$ cat config.mk
export PLATFORM = sky130hd
export DESIGN_NAME = udtc_top
export DESIGN_NICKNAME = d
export VERILOG_FILES = /design/src/verilog/udtc_pkg.sv /design/src/verilog/udtc_edge.sv /design/src/verilog/udtc_top.sv
export VERILOG_INCLUDE_DIRS = /design/src /design/src/verilog
export SDC_FILE = /design/constraint.sdc
export NUM_CORES = 1
export LEC_CHECK = 0
export ABC_AREA = 1
export BUFFER_PORTS_ARGS = -buffer_cell sky130_fd_sc_hd__buf_2
export CAP_MARGIN = 15
export CELL_PAD_IN_SITES_DETAIL_PLACEMENT = 0
export CELL_PAD_IN_SITES_GLOBAL_PLACEMENT = 1
export CORE_AREA = 2 2 257 259
export DETAILED_ROUTE_END_ITERATION = 12
export DIE_AREA = 0 0 259 261
export PLACE_DENSITY = 0.61
export SYNTH_ARGS = -nofsm -noshare
export SYNTH_HDL_FRONTEND = slang
export SYNTH_SLANG_ARGS = --single-unit
$ cat constraint.sdc
create_clock -name aclk -period 3.97 [get_ports aclk]
set_clock_uncertainty 0.2 [all_clocks]
set_input_delay 0.397 -clock aclk [delete_from_list [all_inputs] [get_ports aclk]]
set_output_delay 0.397 -clock aclk [all_outputs]
set_load 0.05 [all_outputs]
$ cat src/verilog/udtc_cfg.svh
// Purpose: constants for the up/down threshold counter
// Assumes: 125 MHz aclk, AXI4-Lite register map of our own
// Notes: offsets are byte addresses
`ifndef UDTC_CFG_SVH
`define UDTC_CFG_SVH
`define UDTC_OFF_CTRL 8'h00
`define UDTC_OFF_INIT 8'h04
`define UDTC_OFF_ON_THR 8'h08
`define UDTC_OFF_OFF_THR 8'h0c
`define UDTC_OFF_COUNT 8'h10
`define UDTC_OFF_STATUS 8'h14
`define UDTC_CTRL_RETAIN 0
`define UDTC_CTRL_ON_SRC 1
`define UDTC_CTRL_OFF_SRC 2
`define UDTC_CTRL_USE_INIT 3
`define UDTC_CTRL_SW_RESET 4
`define UDTC_THR_MAX 32'h0098967f
`define UDTC_RST_CTRL 5'h08
`define UDTC_RST_VAL 32'h00000000
`define UDTC_SCAN_NS 32'd1000
`define UDTC_CLK_NS 32'd8
`define UDTC_SCAN_CYC ((`UDTC_SCAN_NS + `UDTC_CLK_NS - 32'd1) / `UDTC_CLK_NS)
`endif

$ cat src/verilog/udtc_pkg.sv
// Purpose: types for the up/down threshold counter
// Assumes: nothing
// Notes: count is signed so down counting can go below zero
package udtc_pkg;
	typedef logic signed [31:0] udtc_cnt_t;
	typedef logic [31:0] udtc_word_t;
	typedef enum logic [2:0] {
		UDTC_IDLE = 3'b001,
		UDTC_WDATA = 3'b010,
		UDTC_RESP = 3'b100
	} udtc_wr_e;
endpackage

$ cat src/verilog/udtc_edge.sv
// Purpose: synchroniser and rising edge detector for one pin
// Assumes: pin is asynchronous to aclk
// Notes: first stage is read only by the second
`timescale 1ns/1ps
`default_nettype none
module udtc_edge (
	input wire logic aclk,
	input wire logic aresetn,
	input wire logic pin,
	output logic level,
	output logic rise
);
	logic s1_q;
	logic s2_q;
	logic prev_q;
	always_ff @(posedge aclk) begin
		if (!aresetn) begin
			s1_q <= 1'b0;
			s2_q <= 1'b0;
			prev_q <= 1'b0;
		end else begin
			s1_q <= pin;
			s2_q <= s1_q;
			prev_q <= s2_q;
		end
	end
	assign level = s2_q;
	// Compare with previous sample so a level counts once
	assign rise = s2_q & ~prev_q; // [RULE14] [RULE1]
endmodule // udtc_edge
`default_nettype wire

$ cat src/verilog/udtc_top.sv
// Purpose: up/down event counter with hysteresis or window output
// Assumes: one aclk; pins synchronised here; AXI4-Lite slave
// Notes: thresholds compared once per scan tick only
// How it works
// RULE1 - Only rising edges of count input count
// RULE2 - Edge adds one, or subtracts when direction high
// RULE3 - Reset reloads initial count, clears output
// RULE4 - While reset high, output low, edges ignored
// RULE5 - Thresholds hold zero up to 9999999
// RULE6 - Initial count is start and reset value
// RULE7 - Retain option keeps count over power loss
// RULE8 - On>=Off: hysteresis set and clear
// RULE9 - On<Off: high inside window only
// RULE10 - Compare only once per scan tick
// RULE11 - Thresholds may come from external values
// RULE12 - Fast pulses only on fast terminals
// RULE13 - Reduced variant always starts from zero
// RULE14 - Edges found by comparing with prior sample
//
// The implementer's own choices: the address map and the AXI4-Lite slave port.
`timescale 1ns/1ps
`default_nettype none
`include "udtc_cfg.svh"
module udtc_top
(
	input wire logic aclk,
	input wire logic aresetn,
	input wire logic count_in,
	input wire logic dir_in,
	input wire logic reset_in,
	input wire logic power_up,
	input wire udtc_pkg::udtc_word_t on_ext,
	input wire udtc_pkg::udtc_word_t off_ext,
	output logic switch_out,
	output udtc_pkg::udtc_cnt_t count_out,
	input wire logic [7:0] s_axi_awaddr,
	input wire logic s_axi_awvalid,
	output logic s_axi_awready,
	input wire logic [31:0] s_axi_wdata,
	input wire logic [3:0] s_axi_wstrb,
	input wire logic s_axi_wvalid,
	output logic s_axi_wready,
	output logic [1:0] s_axi_bresp,
	output logic s_axi_bvalid,
	input wire logic s_axi_bready,
	input wire logic [7:0] s_axi_araddr,
	input wire logic s_axi_arvalid,
	output logic s_axi_arready,
	output logic [31:0] s_axi_rdata,
	output logic [1:0] s_axi_rresp,
	output logic s_axi_rvalid,
	input wire logic s_axi_rready
);
	import udtc_pkg::*;

	function automatic udtc_word_t clamp_thr(input udtc_word_t v);
		clamp_thr = (v > `UDTC_THR_MAX) ? `UDTC_THR_MAX : v;
	endfunction

	function automatic udtc_word_t merge(input udtc_word_t old, input udtc_word_t nw,
		input logic [3:0] be);
		udtc_word_t r;
		r = old;
		for (int i = 0; i < 4; i++) begin
			if (be[i]) begin
				r[i*8 +: 8] = nw[i*8 +: 8];
			end
		end
		merge = r;
	endfunction

	logic cnt_level;
	logic cnt_rise;
	logic dir_s1_q;
	logic dir_s2_q;
	logic rst_s1_q;
	logic rst_s2_q;
	logic pwr_s1_q;
	logic pwr_s2_q;
	logic pwr_prev_q;
	logic [4:0] ctrl_q;
	udtc_word_t init_q;
	udtc_word_t on_q;
	udtc_word_t off_q;
	udtc_cnt_t count_q;
	logic out_q;
	logic [31:0] scan_q;
	logic tick;
	udtc_wr_e wr_q;
	logic [7:0] awaddr_q;
	logic aw_got_q;
	logic w_got_q;
	udtc_word_t wdata_q;
	logic [3:0] wstrb_q;
	logic rst_act;
	logic pwr_rise;
	udtc_word_t on_thr;
	udtc_word_t off_thr;
	udtc_cnt_t start_val;

	udtc_edge u_cnt_edge (
		.aclk(aclk),
		.aresetn(aresetn),
		.pin(count_in),
		.level(cnt_level),
		.rise(cnt_rise)
	);

	always_ff @(posedge aclk) begin
		if (!aresetn) begin
			dir_s1_q <= 1'b0;
			dir_s2_q <= 1'b0;
			rst_s1_q <= 1'b0;
			rst_s2_q <= 1'b0;
			pwr_s1_q <= 1'b0;
			pwr_s2_q <= 1'b0;
			pwr_prev_q <= 1'b0;
		end else begin
			dir_s1_q <= dir_in;
			dir_s2_q <= dir_s1_q;
			rst_s1_q <= reset_in;
			rst_s2_q <= rst_s1_q;
			pwr_s1_q <= power_up;
			pwr_s2_q <= pwr_s1_q;
			pwr_prev_q <= pwr_s2_q;
		end
	end

	assign rst_act = rst_s2_q | ctrl_q[`UDTC_CTRL_SW_RESET];
	assign pwr_rise = pwr_s2_q & ~pwr_prev_q;
	// Threshold source select; external values clamped to range
	assign on_thr = ctrl_q[`UDTC_CTRL_ON_SRC] ? clamp_thr(on_ext) : on_q; // [RULE11]
	assign off_thr = ctrl_q[`UDTC_CTRL_OFF_SRC] ? clamp_thr(off_ext) : off_q; // [RULE11]
	// Without the initial-count option the start is zero
	assign start_val = ctrl_q[`UDTC_CTRL_USE_INIT] ? udtc_cnt_t'(init_q) : '0; // [RULE6] [RULE13]

	// Scan tick divider
	assign tick = (scan_q == `UDTC_SCAN_CYC - 32'd1);
	always_ff @(posedge aclk) begin
		if (!aresetn || tick) begin
			scan_q <= 32'h00000000;
		end else begin
			scan_q <= scan_q + 32'd1;
		end
	end

	// Count register; edges counted each clock, not per tick, so none are lost
	always_ff @(posedge aclk) begin
		if (!aresetn) begin
			count_q <= '0;
		end else if (rst_act) begin
			count_q <= start_val; // [RULE3] [RULE4]
		end else if (pwr_rise && !ctrl_q[`UDTC_CTRL_RETAIN]) begin
			count_q <= start_val; // [RULE7]
		end else if (cnt_rise) begin
			count_q <= dir_s2_q ? count_q - 32'sd1 : count_q + 32'sd1; // [RULE2] [RULE1]
		end
	end

	// Output only re-evaluated on the scan tick
	always_ff @(posedge aclk) begin
		if (!aresetn) begin
			out_q <= 1'b0;
		end else if (rst_act) begin
			out_q <= 1'b0; // [RULE3] [RULE4]
		end else if (pwr_rise && !ctrl_q[`UDTC_CTRL_RETAIN]) begin
			out_q <= 1'b0; // [RULE7]
		end else if (tick) begin // [RULE10]
			if (on_thr >= off_thr) begin
				if (count_q >= $signed(on_thr)) begin
					out_q <= 1'b1; // [RULE8]
				end else if (count_q < $signed(off_thr)) begin
					out_q <= 1'b0; // [RULE8]
				end
			end else begin
				out_q <= (count_q >= $signed(on_thr)) && (count_q < $signed(off_thr)); // [RULE9]
			end
		end
	end

	assign switch_out = out_q;
	assign count_out = count_q;

	// AXI4-Lite write path: address and data in either order
	// Readies are flops; each drops while its half is held
	always_ff @(posedge aclk) begin
		if (!aresetn) begin
			wr_q <= UDTC_IDLE;
			aw_got_q <= 1'b0;
			w_got_q <= 1'b0;
			awaddr_q <= 8'h00;
			wdata_q <= '0;
			wstrb_q <= 4'h0;
			s_axi_bvalid <= 1'b0;
			s_axi_bresp <= 2'h0;
			s_axi_awready <= 1'b1;
			s_axi_wready <= 1'b1;
		end else begin
			case (wr_q)
				UDTC_IDLE, UDTC_WDATA: begin
					if (s_axi_awvalid && s_axi_awready) begin
						aw_got_q <= 1'b1;
						awaddr_q <= s_axi_awaddr;
						s_axi_awready <= 1'b0;
					end
					if (s_axi_wvalid && s_axi_wready) begin
						w_got_q <= 1'b1;
						wdata_q <= s_axi_wdata;
						wstrb_q <= s_axi_wstrb;
						s_axi_wready <= 1'b0;
					end
					if (aw_got_q && w_got_q) begin
						wr_q <= UDTC_RESP;
						s_axi_bvalid <= 1'b1;
						case (awaddr_q)
							`UDTC_OFF_CTRL, `UDTC_OFF_INIT, `UDTC_OFF_ON_THR,
							`UDTC_OFF_OFF_THR: s_axi_bresp <= 2'h0;
							default: s_axi_bresp <= 2'h2;
						endcase
					end else begin
						wr_q <= UDTC_WDATA;
					end
				end
				UDTC_RESP: begin
					if (s_axi_bready) begin
						s_axi_bvalid <= 1'b0;
						aw_got_q <= 1'b0;
						w_got_q <= 1'b0;
						s_axi_awready <= 1'b1;
						s_axi_wready <= 1'b1;
						wr_q <= UDTC_IDLE;
					end
				end
				default: wr_q <= UDTC_IDLE;
			endcase
		end
	end

	// Register stores, committed when both halves are held
	always_ff @(posedge aclk) begin
		if (!aresetn) begin
			ctrl_q <= `UDTC_RST_CTRL;
			init_q <= `UDTC_RST_VAL;
			on_q <= `UDTC_RST_VAL;
			off_q <= `UDTC_RST_VAL;
		end else if (wr_q != UDTC_RESP && aw_got_q && w_got_q) begin
			case (awaddr_q)
				`UDTC_OFF_CTRL: ctrl_q <= 5'(merge({27'h0, ctrl_q}, wdata_q, wstrb_q));
				`UDTC_OFF_INIT: init_q <= merge(init_q, wdata_q, wstrb_q);
				`UDTC_OFF_ON_THR: on_q <= clamp_thr(merge(on_q, wdata_q, wstrb_q)); // [RULE5]
				`UDTC_OFF_OFF_THR: off_q <= clamp_thr(merge(off_q, wdata_q, wstrb_q)); // [RULE5]
				default: ctrl_q <= ctrl_q;
			endcase
		end
	end

	// Read path, one read at a time
	always_ff @(posedge aclk) begin
		if (!aresetn) begin
			s_axi_rvalid <= 1'b0;
			s_axi_rdata <= 32'h00000000;
			s_axi_rresp <= 2'h0;
			s_axi_arready <= 1'b1;
		end else if (s_axi_rvalid) begin
			if (s_axi_rready) begin
				s_axi_rvalid <= 1'b0;
				s_axi_arready <= 1'b1;
			end
		end else if (s_axi_arvalid && s_axi_arready) begin
			s_axi_rvalid <= 1'b1;
			s_axi_arready <= 1'b0;
			s_axi_rresp <= 2'h0;
			case (s_axi_araddr)
				`UDTC_OFF_CTRL: s_axi_rdata <= {27'h0, ctrl_q};
				`UDTC_OFF_INIT: s_axi_rdata <= init_q;
				`UDTC_OFF_ON_THR: s_axi_rdata <= on_q;
				`UDTC_OFF_OFF_THR: s_axi_rdata <= off_q;
				`UDTC_OFF_COUNT: s_axi_rdata <= count_q;
				`UDTC_OFF_STATUS: s_axi_rdata <= {29'h0, dir_s2_q, cnt_level, out_q};
				default: begin
					s_axi_rdata <= 32'h00000000;
					s_axi_rresp <= 2'h2;
				end
			endcase
		end
	end

	// Outside reset and power return, count moves only on a counted edge, by one
	a_edge_only: assert property (@(posedge aclk) disable iff (!aresetn) // [RULE1]
		(!cnt_rise && !rst_act && !pwr_rise) |=> $stable(count_q))
		else $error("count moved without a rising edge");
	a_rise_once: assert property (@(posedge aclk) disable iff (!aresetn) // [RULE14]
		cnt_rise |-> cnt_level && !$past(cnt_level))
		else $error("edge seen without a low to high step");
	a_step_size: assert property (@(posedge aclk) disable iff (!aresetn) // [RULE2]
		(cnt_rise && !rst_act && !pwr_rise) |=>
		(count_q == $past(count_q) + ($past(dir_s2_q) ? -32'sd1 : 32'sd1)))
		else $error("count step wrong");

	// Reset and power return
	a_reset_load: assert property (@(posedge aclk) disable iff (!aresetn) // [RULE3]
		rst_act |=> (count_q == $past(start_val)) && !out_q)
		else $error("reset did not reload");
	// Start value may be rewritten during reset, so only a steady one is held
	a_reset_hold: assert property (@(posedge aclk) disable iff (!aresetn) // [RULE4]
		(rst_act [*2] ##0 $stable(start_val)) |=> !out_q && $stable(count_q))
		else $error("counting during reset");
	a_zero_start: assert property (@(posedge aclk) disable iff (!aresetn) // [RULE13]
		(rst_act && !ctrl_q[`UDTC_CTRL_USE_INIT]) |=> count_q == 0)
		else $error("reduced start not zero");
	a_retain_keep: assert property (@(posedge aclk) disable iff (!aresetn) // [RULE7]
		(pwr_rise && ctrl_q[`UDTC_CTRL_RETAIN] && !rst_act && !cnt_rise) |=> $stable(count_q))
		else $error("retained count lost");
	a_pwr_reload: assert property (@(posedge aclk) disable iff (!aresetn) // [RULE7]
		(pwr_rise && !ctrl_q[`UDTC_CTRL_RETAIN] && !rst_act) |=>
		(count_q == $past(start_val)) && !out_q)
		else $error("power return did not reload");

	// Thresholds and switching output
	a_thr_range: assert property (@(posedge aclk) disable iff (!aresetn) // [RULE5]
		(on_q <= `UDTC_THR_MAX) && (off_q <= `UDTC_THR_MAX))
		else $error("threshold out of range");
	a_thr_live: assert property (@(posedge aclk) disable iff (!aresetn) // [RULE11]
		(on_thr <= `UDTC_THR_MAX) && (off_thr <= `UDTC_THR_MAX))
		else $error("selected threshold out of range");
	a_hyst_set: assert property (@(posedge aclk) disable iff (!aresetn) // [RULE8]
		(tick && !rst_act && !pwr_rise && on_thr >= off_thr && count_q >= $signed(on_thr))
		|=> out_q)
		else $error("hysteresis did not set");
	a_hyst_clear: assert property (@(posedge aclk) disable iff (!aresetn) // [RULE8]
		(tick && !rst_act && !pwr_rise && on_thr >= off_thr && count_q < $signed(off_thr))
		|=> !out_q)
		else $error("hysteresis did not clear");
	a_hyst_keep: assert property (@(posedge aclk) disable iff (!aresetn) // [RULE8]
		(tick && !rst_act && !pwr_rise && on_thr >= off_thr
		&& count_q >= $signed(off_thr) && count_q < $signed(on_thr))
		|=> $stable(out_q))
		else $error("hysteresis band changed output");
	a_window_out: assert property (@(posedge aclk) disable iff (!aresetn) // [RULE9]
		(tick && !rst_act && !pwr_rise && on_thr < off_thr) |=>
		out_q == ($past(count_q) >= $signed($past(on_thr))
		&& $past(count_q) < $signed($past(off_thr))))
		else $error("window output wrong");
	a_tick_only: assert property (@(posedge aclk) disable iff (!aresetn) // [RULE10]
		(!tick && !rst_act && !pwr_rise) |=> $stable(out_q))
		else $error("output changed off tick");
endmodule // udtc_top
`default_nettype wire
==> results of run 1 <==
through the flow:
step                      hold WS (ps)  setup TNS, ps
after floorplan                    190              0
after global placement             199           -261
after detailed placement           199           -376
after CTS                         14.6              0
after global routing              51.8          -19.6
final                             58.2              0
per-layer routing:
| metal | track usage (%) | part of all wire [%] | up-vias |
|---|---|---|---|
| met2 | 28.2 | 43 | 402 |
| met5 | 0 | 0 | - |
| met4 | 4.25 | 2.0 | 0 |
| li1 | - | - | 8548 |
| met3 | 2.82 | 6.1 | 56 |
| met1 | 26.2 | 49 | 7766 |
cell usage after synthesis, types with 27 or more instances:
cell	number
nand2_1	454
a21oi_1	265
dfxtp_1	264
inv_1	260
nor2_1	241
o21ai_0	208
ha_1	127
clkbuf_1	93
a31oi_1	89
nand3_1	80
nor3_1	55
nand4_1	27
layout by cell type (no fill, tap or decap), types with 7 or more instances in the layout:
master         Yosys  routed
clkbuf_16          0      31
o2111ai_1         24      24
nand4_1           27      27
o31ai_1            7       7
nor3_1            55      54
a21oi_1          265     265
o21ai_0          208     206
dlygate4sd3_1      0      50
inv_1            260     258
a31oi_1           89      88
nand2_1          454     454
a211oi_1          10       9
dfxtp_1          264     262
o211ai_1           7       7
nand3_1           80      80
clkbuf_8           0       8
ha_1             127     127
nor4_1            13      12
or2_2              7       7
nor2_2             7       9
buf_2              9     197
buf_4              3      93
nor2_1           241     239
xor2_1            11      11
worst max-delay path: stages:
cell	delay (ps)
buf_2	100
or2_2	300
a31oi_2	140
buf_4	160
o21ai_0	90
a2111oi_1	440
o2111ai_1	140
inv_1	110
buf_12	160
a31oi_1	110
inv_1	70
ha_1	230
a21oi_1	170
nor2_1	70
a211oi_2	150
o221ai_1	130
a21o_1	210
nand2_1	70
nand2_1	50
or2_2	270
nand3_1	90
nor2_1	60
nand3_1	80
nand2_1	50
nand2_1	50
a21oi_1	70
how the worst max path moves through the flow:
stage	cells past startpoint	start	to	slack [ps]
final	26	on_ext[8]	switch_out$_SDFFE_PP0P_	250
after global routing	27	on_ext[8]	switch_out$_SDFFE_PP0P_	-20
after CTS	24	on_ext[8]	switch_out$_SDFFE_PP0P_	220
after detailed placement	27	on_ext[8]	switch_out$_SDFFE_PP0P_	-380
after global placement	26	on_ext[8]	switch_out$_SDFFE_PP0P_	-260
after floorplan	24	on_ext[8]	switch_out$_SDFFE_PP0P_	160
timing repair:
action	CTS	global route
endpoints found under the setup margin	0	1
resized for setup	0	6
hold buffers	50	0
setup buffers	0	0
endpoints found under the hold margin	51	0
cells by family after synthesis:
kind of cell,Yosys count,synth area share (%)
simple gates,917,24.6
compound gates,650,22.7
buf+inv,377,8.96
flops,264,32.9
fa+ha+maj,128,10.0
xor+xnor,15,0.819
other cells,1,0.0234
registers in the layout, summed over array words and instances (netlist names), 3 cells and up:
name         flops
ctrl_q           5
s_axi_rdata     32
off_q           32
on_q            32
count_out       32
scan_q          32
wdata_q         32
init_q          32
awaddr_q         8
wr_q             3
wstrb_q          4
final cells by class:
class                   instances  area [sq um]
fillers                      7074         45000
multi-input cells            1712          9370
flip-flops and latches        264          5290
repair buffers                343          2240
well taps                     864          1080
inverters                     266           998
clock buffers                  42           897
clock inverters                13           178
power by group through the flow:
stage          clock (W)  sequential [W]  combinational, W
2_1_floorplan          0         0.00307          0.000841
3_3_place_gp           0         0.00300           0.00146
3_5_place_dp           0         0.00300           0.00147
4_1_cts          0.00311         0.00294           0.00152
5_1_grt          0.00321         0.00296           0.00169
6_report         0.00302         0.00294           0.00151
==> impl_results.md, run 1 <==
* Outcome: finished, final reports clean
* Reg power frac at 39.3%
* Tcrit/Tclk final at 93.6%
* Die boundary height at 261 um
* Core region area at 65000 sq um
* Via density at 4.79
* Critical Path End Type: register
* DPL Wire Length at between 50000 and 60000 um
* Reg-to-reg slack, setup at 440 ps
* Fin. max-slew vios at 0
* Post-route ant nets at 0
* Area share of the largest cell type after synthesis at about a third
* Final core utilization at between 30% and 40%
* Pin count of the biggest net entering global routing at 77
* CTS tree: done
* IO Port Bufs at 198
* Psw at 0.00236 W
* Dominant cell type by area after synthesis: dfxtp_1
* WP data arrival at 3970 ps
* Die ar. at 67600 sq um
* Synth cell types at 55
* #FFs+latches synth at approximately 260
* Pre-antenna DRT Iters at 5
* Fmax at about 0.27 GHz
* Crit Path Class: in -> reg
* Maximum root-to-sink buffer count at 3
* Number of global-route vias before repair at 16100
* Clock share of power at about two fifths
* Logic pwr share at 20.2%
* P_int at 0.00512 W
* Number of diodes at 0
* DRC errors left at 0
* Total chip power at 0.00748 W
* Sw frac at 31.5%
* CP required at 4230 ps
* Post-Syn Area at 16000 sq um
* Hold Crit Depth at 3
* YS warnings at 0
* Die Span X at 259 um
* Skew-Pair Late Insertion Delay at ~580 ps
* EDFF count, synth at 0
* Worst setup margin at approximately 250 ps
* Maximum vdd drop at 0.259 mV
* Slew @ Worst Pin at 946 ps
* Period minus WS final at between 3000 and 4000 ps
* Row cnt at between 90 and 100
* Avg Cell Area, Syn at 6.82 sq um
* Final wirelength at 63200 um
* CTS H-tree lvls at 1
* Worst Setup Start Kind: input port
* Asr flop ratio synth at 0%
* Syn Inst Count at 2352
* Clock Sinks at 264
* Min-Delay Startpoint: aresetn
* Placer Congestion at 0.893
* Clock Tree Root: clkbuf_16
* Routed len/inst at 18.0 um
* Global-route wire length before repair at about 95000 um
* Total CTS buffers at 31
* Placed cells at around 3400
* Pleak at around 8.8 nW
* Main synth FF type: dfxtp_1
* GRT Util Overall at 18.1%
* Grt total ovfl at 0
* Slew headroom at 37.0%
* Final Instance Area at 20100 sq um
* Worst r2r src: dir_s2_q$_SDFF_PN0_
* Crit-path max FO at 21
* Fin. Hold Viols at 0
* Synth area leaders: dfxtp_1 33%, nand2_1 11%, ha_1 9.9%
* Reg-to-reg endpoint: count_out[28]$_SDFFE_PN0P_
* Setup violations, final at 0
* Hold Path Class: in -> reg
* Routed vias at 16800
* Final Net Count at 2873
* Non-Filler Instances at 3504
* P&R area growth vs syn at 25.0%
* Dpl cell area at 18500 sq um
* Endpoint, Worst Hold: u_cnt_edge.s1_q$_SDFF_PN0_
* R2r worst-path depth at 17
* Iteration-0 DRC Markers at 1179
* Sequential fraction of the synthesis area at 32.9%
* I/O pin cnt at 201
* Initial Util at 24.7%
* Setup WS pre-CTS at -376 ps
* Max Cap Viol at 0
* Worst-path clk slew at roughly 60 ps
* Antenna violations before repair at 1
* Layout cell share with drive strength beyond 1 at 14.9%
* PwrDens at between 300 and 400 nW/um^2
No activity file was read; power rests on OpenSTA's default activity.
==> run 2: changes to the inputs <==
- ABC_AREA: 1 -> 0
- CORE_AREA: 2 2 257 259 -> 2 2 253 255
- DIE_AREA: 0 0 259 261 -> 0 0 255 257
- PLACE_DENSITY: 0.61 -> 0.6
==> run 2 against run 1 <==
Flip-flop and latch count unchanged. Sequential power increased by 3%. Fmax decreased by 4.0%. Via count decreased by 4.3%. Die area decreased by 3.1%. Final cell count decreased by 11%. Register-to-register slack got worse by 340 ps. Largest power group is now sequential cells.
==> impl_results.md, run 2 <==
* CP startpoint: off_ext[27] (was on_ext[8])
* CTS tree: done (unchanged)
* PwrDens at 367 nW/um^2 (was 373 nW/um^2)
* Pre-antenna DRT Iters at 6 (was 5)
* Total CTS buffers at 31 (unchanged)
* Asr flop ratio synth at 0% (unchanged)
* Syn Inst Count at 1936 (was 2352)
* Sequential fraction of the synthesis area at 33.9% (was 32.9%)
* Placed cells at 3019 (was 3399)
* Fmax at 0.258 GHz (was 0.269 GHz)
* Die Span X at 255 um (was 259 um)
* Maximum vdd drop at 0.314 mV (was 0.259 mV)
* Total chip power at 0.00744 W (was 0.00748 W)
* Synth top cells by count: 264 x dfxtp_1, 244 x nand2_1, 189 x nor2_1, 141 x a21oi_1, 127 x ha_1 (was 454 x nand2_1, 265 x a21oi_1, 264 x dfxtp_1, 260 x inv_1, 241 x nor2_1)
* RSZ-0062 raised after global routing: yes
* EDFF count, synth at 0 (unchanged)
* CTS H-tree lvls at 1 (unchanged)
* Slew @ Worst Pin at 1020 ps (was 946 ps)
* FF/Latch Area at 5290 sq um (about the same)
* Avg Cell Area, Syn at 8.05 sq um (was 6.82 sq um)
* WP data arrival at 4130 ps (was 3970 ps)
* Area share of the largest cell type after synthesis at 33.9% (was 32.9%)
* Clock Tree Root: clkbuf_16 (unchanged)
* Commonest non-fill, non-tap cell in the layout: dfxtp_1 (was nand2_1)
* Worst hold slack at 63.9 ps (was 58.2 ps)
* Dominant cell type by area after synthesis: dfxtp_1 (unchanged)
* Period minus WS final at 3870 ps (was 3720 ps)
* Most frequent cells in the layout: 262 x dfxtp_1, 243 x nand2_1, 198 x buf_2, 188 x nor2_1, 142 x buf_4 (was 454 x nand2_1, 265 x a21oi_1, 262 x dfxtp_1, 258 x inv_1, 239 x nor2_1)
* Routed len/inst at 21.1 um (was 18.0 um)
* Synth area leaders: dfxtp_1 34%, ha_1 10%, nand2_1 5.9% (was dfxtp_1 33%, nand2_1 11%, ha_1 9.9%)
* I/O pin cnt at 201 (unchanged)
* DRC errors left at 0 (unchanged)
* P&R area growth vs syn at 30.1% (was 25.0%)
* Maximum root-to-sink buffer count at 3 (unchanged)
* Final Instance Area at 20300 sq um (was 20100 sq um)
* Pin count of the biggest net entering global routing at 85 (was 77)
* Outcome: finished, final reports clean (unchanged)
* Post-Syn Area at 15600 sq um (was 16000 sq um)
* Core region area at 62700 sq um (was 65000 sq um)
* Worst-path clk slew at 60 ps (about the same)
* Non-Filler Instances at 3133 (was 3504)
* IO Port Bufs at 198 (unchanged)
* Die ar. at 65500 sq um (was 67600 sq um)
* Global-route wire length before repair at 99000 um (was 95300 um)
* Iteration-0 DRC Markers at 1149 (was 1179)
* DPL Wire Length at 52300 um (was 50200 um)
* Grt total ovfl at 0 (unchanged)
* Crit Path Class: in -> reg (unchanged)
* Placer Congestion at 0.926 (was 0.893)
* Hold Path Class: in -> reg (unchanged)
* Worst r2r src: ctrl_q[1]$_SDFFE_PN0P_ (was dir_s2_q$_SDFF_PN0_)
* Worst Setup Start Kind: input port (unchanged)
* Antenna violations before repair at 3 (was 1)
* Slew headroom at 31.9% (was 37.0%)
* Multi-input gate area at 9920 sq um (was 9370 sq um)
* Critical Path End Type: register (unchanged)
* Fin. Hold Viols at 0 (unchanged)
* Pleak at 8.45 nW (was 8.82 nW)
* Row cnt at 92 (was 94)
* Setup violations, final at 0 (unchanged)
* Routed vias at 16000 (was 16800)
* Fillcell total at 6685 (was 7074)
* Post-route ant nets at 0 (unchanged)
* Main synth FF type: dfxtp_1 (unchanged)
* CP required at 4230 ps (about the same)
* Dpl cell area at 18400 sq um (was 18500 sq um)
* Initial Util at 24.8% (was 24.7%)
* Die boundary height at 257 um (was 261 um)
* Cell with the most instances after synthesis: dfxtp_1 (was nand2_1)
* Final wirelength at 66100 um (was 63200 um)
* Via density at 5.12 (was 4.79)
* Layout cell share with drive strength beyond 1 at 20.9% (was 14.9%)
* Tcrit/Tclk final at 97.5% (was 93.6%)
* Final Net Count at 2519 (was 2873)
* Crit-path max FO at 8 (was 21)
* Synth cell types at 80 (was 55)
* Skew-Pair Late Insertion Delay at 580 ps (about the same)
* Fin. max-slew vios at 0 (unchanged)
* YS warnings at 0 (unchanged)
* Clock Sinks at 264 (unchanged)
* #FFs+latches synth at 264 (unchanged)
* GRT Util Overall at 19.7% (was 18.1%)
* Min-Delay Startpoint: s_axi_arvalid (was aresetn)
* Number of global-route vias before repair at 15600 (was 16100)
* Final core utilization at 32.3% (was 30.8%)
* Max Cap Viol at 0 (unchanged)
==> run 2: changes by cell type after synthesis, sizes merged, moves of 21 or more <==
cell,before,now
a22oi,0,100
mux2i,0,35
a21o,3,25
inv,261,64
a21oi,265,142
nor3,61,25
nand2,458,244
and2,0,21
and3,0,36
o22ai,1,28
o21ai,212,108
a31oi,89,21
xnor2,4,29
nor2,250,189
==> run 2: kinds of logic after synthesis <==
logic type / count (synthesis) / synth area share (%)
buffers and inverters: 168 / 4.16
adders and majority gates: 128 / 10.3
AOI/OAI and AO/OA: 584 / 25.3
muxes: 36 / 2.32
other: 1 / 0.0241
and+or+nand+nor: 700 / 20.8
DFF: 264 / 33.9
xor gates and xnor gates: 55 / 3.09
==> run 2: timing repair <==
item | 4_1_cts | 5_1_grt
hold buffers | 52 | 0
setup endpoints to repair | 1 | 2
setup buffers | 3 | 2
gates resized for setup | 21 | 31
gates cloned | 1 | 0
pin swaps | 6 | 8
hold endpoints to repair | 55 | 0
==> run 2: final cells by class <==
cell class                      instances  share of cell area [%]
Antenna cell                            1                  0.0124
Tap cell                              846                    5.22
Clock buffer                           40                    4.29
Clock inverter                         15                    1.02
Timing Repair Buffer                  398                    13.2
Multi-Input combinational cell       1505                    49.0
Inverter                               64                    1.20
Sequential cell                       264                    26.1
==> run 2: power breakdown <==
group	total, W	internal [W]	switching [W]
Combinational	0.00139	0.000521	0.000865
Sequential	0.00303	0.00280	0.000232
Clock	0.00302	0.00185	0.00116
==> run 2: metal layers <==
layer | up-vias | GRT usage, % | wire length (um)
met1 | 7730 | 26.1 | 29500
met4 | 2 | 5.43 | 1780
li1 | 7775 | - | -
met2 | 443 | 33.7 | 31800
met3 | 93 | 2.26 | 2940
met5 | - | 0 | 16
==> run 2: path summary, 6_finish.rpt <==
check	end	slack, ps	cells after the start
hold reg to reg	u_cnt_edge.level$_SDFF_PN0_	250	1
hold / removal	s_axi_arready$_SDFFE_PN1P_	60	3
setup reg to reg	switch_out$_SDFFE_PP0P_	100	18
setup / recovery	switch_out$_SDFFE_PP0P_	100	19
==> run 2: critical path: stages <==
cell and delay (ps):
buf_2 90, or4_1 500, nor2_1 150, buf_4 150
and3_1 160, buf_4 110, a21o_1 170, nand2_4 120
o22ai_2 180, ha_1 280, a21o_1 190, a21o_1 210
a2111oi_4 320, o211ai_1 140, nor4_1 180, a22oi_1 140
or2_0 260, a2111oi_2 300, nor3b_1 80
==> run 2: metrics by stage <==
step                setup slack (ps)  setup TNS (ps)
finish                           100               0
global route                    -110            -110
CTS                             2.37               0
detailed placement              -653            -653
global placement                -571            -571
floorplan                      -85.6           -85.6
==> run 3: changes to the inputs <==
==> constraint.sdc (replaced) <==
create_clock -name aclk -period 3.97 [get_ports aclk]
set_clock_uncertainty 0.2 [all_clocks]
set_input_delay 0.1985 -clock aclk [delete_from_list [all_inputs] [get_ports aclk]]
set_output_delay 0.1985 -clock aclk [all_outputs]
set_load 0.05 [all_outputs]
==> run 3 against run 2 <==
Global-route usage rose by 0.42 points. Register-to-register slack got worse by 30 ps. Via count rose by 1.3%. Fmax fell by 0.86%. Largest cell class unchanged. First-iteration DRC count rose by 5.0%.
==> impl_results.md, run 3 (synthesis gave the netlist of run 2 again) <==
* Row cnt at 92 (unchanged)
* Die boundary height at 257 um (unchanged)
* Worst setup margin at 66.8 ps (was 100 ps)
* Post-route ant nets at 0 (unchanged)
* Period minus WS final at 3900 ps (was 3870 ps)
* Routed vias at 16300 (was 16000)
* Crit-path max FO at 10 (was 8)
* Bufs and invs on worst path at 2 (was 3)
* DPL Wire Length at 52100 um (was 52300 um)
* Final wirelength at 67200 um (was 66100 um)
* CP max stage delay at 420 ps (was 500 ps)
* Worst-path clk slew at 60 ps (about the same)
* Skew-Pair Late Insertion Delay at 550 ps (was 580 ps)
* PwrDens at 380 nW/um^2 (was 367 nW/um^2)
* Hold Path Class: in -> reg (unchanged)
* Via density at 5.17 (was 5.12)
* P&R area growth vs syn at 30.5% (was 30.1%)
* Fin. Hold Viols at 0 (unchanged)
* Maximum root-to-sink buffer count at 3 (unchanged)
* Final Net Count at 2528 (was 2519)
* Antenna violations before repair at 3 (unchanged)
* Iteration-0 DRC Markers at 1207 (was 1149)
* RSZ-0062 raised after global routing: yes (unchanged)
* Grt total ovfl at 0 (unchanged)
* Family with the most delay on the worst path: compound AO/OA/AOI/OAI gates (unchanged)
* Maximum vdd drop at 0.410 mV (was 0.314 mV)
* Core region area at 62700 sq um (unchanged)
* Fin. max-slew vios at 0 (unchanged)
* Slew @ Worst Pin at 1040 ps (was 1020 ps)
* CP required at 4200 ps (was 4230 ps)
* Total chip power at 0.00772 W (was 0.00744 W)
* CP max-delay cell: a2111o_1 (was or4_1)
* Die ar. at 65500 sq um (unchanged)
* Placer Congestion at 0.902 (was 0.926)
* Total negative slack at 0 ps (unchanged)
* Slew headroom at 30.7% (was 31.9%)
* Critical-path cell list: nor4b_4, buf_6, nand4_1, a41o_1, buf_12, o22ai_1, ha_1, a2111o_1, a31oi_2, o31ai_2, a211oi_2, mux2_4, nor2b_4, o211ai_1, nor3b_1 (was buf_2, or4_1, nor2_1, buf_4, and3_1, buf_4, a21o_1, nand2_4, o22ai_2, ha_1, a21o_1, a21o_1, a2111oi_4, o211ai_1, nor4_1, a22oi_1, or2_0, a2111oi_2, nor3b_1)
* DRC errors left at 0 (unchanged)
* Outcome: finished, final reports clean (unchanged)
* Initial Util at 24.8% (unchanged)
* Reg-to-reg slack, setup at 70 ps (was 100 ps)
* Crit Path Class: reg -> reg (was in -> reg)
* Most frequent cells in the layout: 263 x dfxtp_1, 241 x nand2_1, 198 x buf_2, 188 x nor2_1, 144 x buf_4 (was 262 x dfxtp_1, 243 x nand2_1, 198 x buf_2, 188 x nor2_1, 142 x buf_4)
* Critical Path End Type: register (unchanged)
* Routed len/inst at 21.4 um (was 21.1 um)
* Pleak at 8.50 nW (was 8.45 nW)
* Setup violations, final at 0 (unchanged)
* Total CTS buffers at 35 (was 31)
* WP data arrival at 4140 ps (was 4130 ps)
* IO Port Bufs at 198 (unchanged)
* Setup WS pre-CTS at -548 ps (was -653 ps)
* Max Cap Viol at 0 (unchanged)
* Clock Tree Root: clkbuf_16 (unchanged)
* GRT Util Overall at 20.1% (was 19.7%)
* I/O pin cnt at 201 (unchanged)
* Clock Sinks at 264 (unchanged)
* Number of global-route vias before repair at 16100 (was 15600)
* Pin count of the biggest net entering global routing at 86 (was 85)
* Die Span X at 255 um (unchanged)
* CTS H-tree lvls at 2 (was 1)
* CTS tree: done (unchanged)
* Global-route wire length before repair at 101000 um (was 99000 um)
* Layout cell share with drive strength beyond 1 at 20.9% (about the same)
* Pre-antenna DRT Iters at 6 (unchanged)
* Fmax at 0.256 GHz (was 0.258 GHz)
* Tcrit/Tclk final at 98.3% (was 97.5%)
* Commonest non-fill, non-tap cell in the layout: dfxtp_1 (unchanged)
* Fillcell total at 6705 (was 6685)
* Worst Setup Start Kind: register (was input port)
==> run 3: cell count changes in the layout (fill, tap and decap cells not counted), sizes merged <==
cell and change:
bufinv -1, dlygate4sd3 +4, clkinv -1, buf +1
clkbuf +8
==> run 3: where the power goes <==
group          internal, W  leakage [nW]  switching (W)
registers          0.00280          2.14       0.000233
clock network      0.00203         0.584        0.00126
logic             0.000530          5.78       0.000872
==> run 3: final timing paths <==
kind / from / endpoint / depth (start not counted)
hold reg to reg: rst_s1_q$_SDFF_PN0_ / rst_s2_q$_SDFF_PN0_ / 1
setup / recovery: ctrl_q[1]$_SDFFE_PN0P_ / switch_out$_SDFFE_PP0P_ / 15
setup reg to reg: ctrl_q[1]$_SDFFE_PN0P_ / switch_out$_SDFFE_PP0P_ / 15
hold / removal: s_axi_araddr[3] / s_axi_rdata[4]$_SDFFE_PN0P_ / 4
==> run 3: what timing repair did <==
| item | CTS | global route |
|---|---|---|
| setup buffers | 2 | 1 |
| endpoints found under the hold margin | 62 | 0 |
| gates resized for setup | 28 | 15 |
| endpoints found under the setup margin | 1 | 1 |
| pin swaps | 10 | 7 |
| hold buffers | 56 | 0 |
==> run 3: worst reg2reg max path, stage by stage (launching register included) <==
cell      delay (ps)
dfxtp_4          380
nor4b_4          220
buf_6            160
nand4_1          190
a41o_1           310
buf_12           150
o22ai_1          180
ha_1             290
a2111o_1         420
a31oi_2          210
o31ai_2          110
a211oi_2         270
mux2_4           340
nor2b_4          130
o211ai_1         160
nor3b_1           70
==> run 3: cell type report <==
type                       instances  area (sq um)  share of cell area [%]
multi-input combinational       1505          9850                    48.5
sequential                       264          5290                    26.0
inverter                          64           243                    1.19
clock inverter                    13           175                   0.862
antenna                            1          2.50                  0.0123
timing repair buffer             403          2700                    13.3
clock buffer                      48          1000                    4.94
tap                              846          1060                    5.21
==> run 3: stage by stage <==
stage,util (%),hold slack [ps],area (sq um),std cells
5_1_grt,32.4,144,20300,3143
3_3_place_gp,29.3,218,18400,3023
2_1_floorplan,-,126,15600,1937
6_report,32.4,109,20300,3144
3_5_place_dp,29.3,214,18400,3023
4_1_cts,32.3,97.0,20200,3142
==> run 3: layer usage <==
layer | share of wire, % | routed length (um) | track usage, %
met1 | 44 | 29300 | 25.8
met2 | 48 | 32200 | 34.4
met3 | 5.6 | 3740 | 3.21
met4 | 2.9 | 1970 | 6.16
met5 | 0.019 | 13 | 0
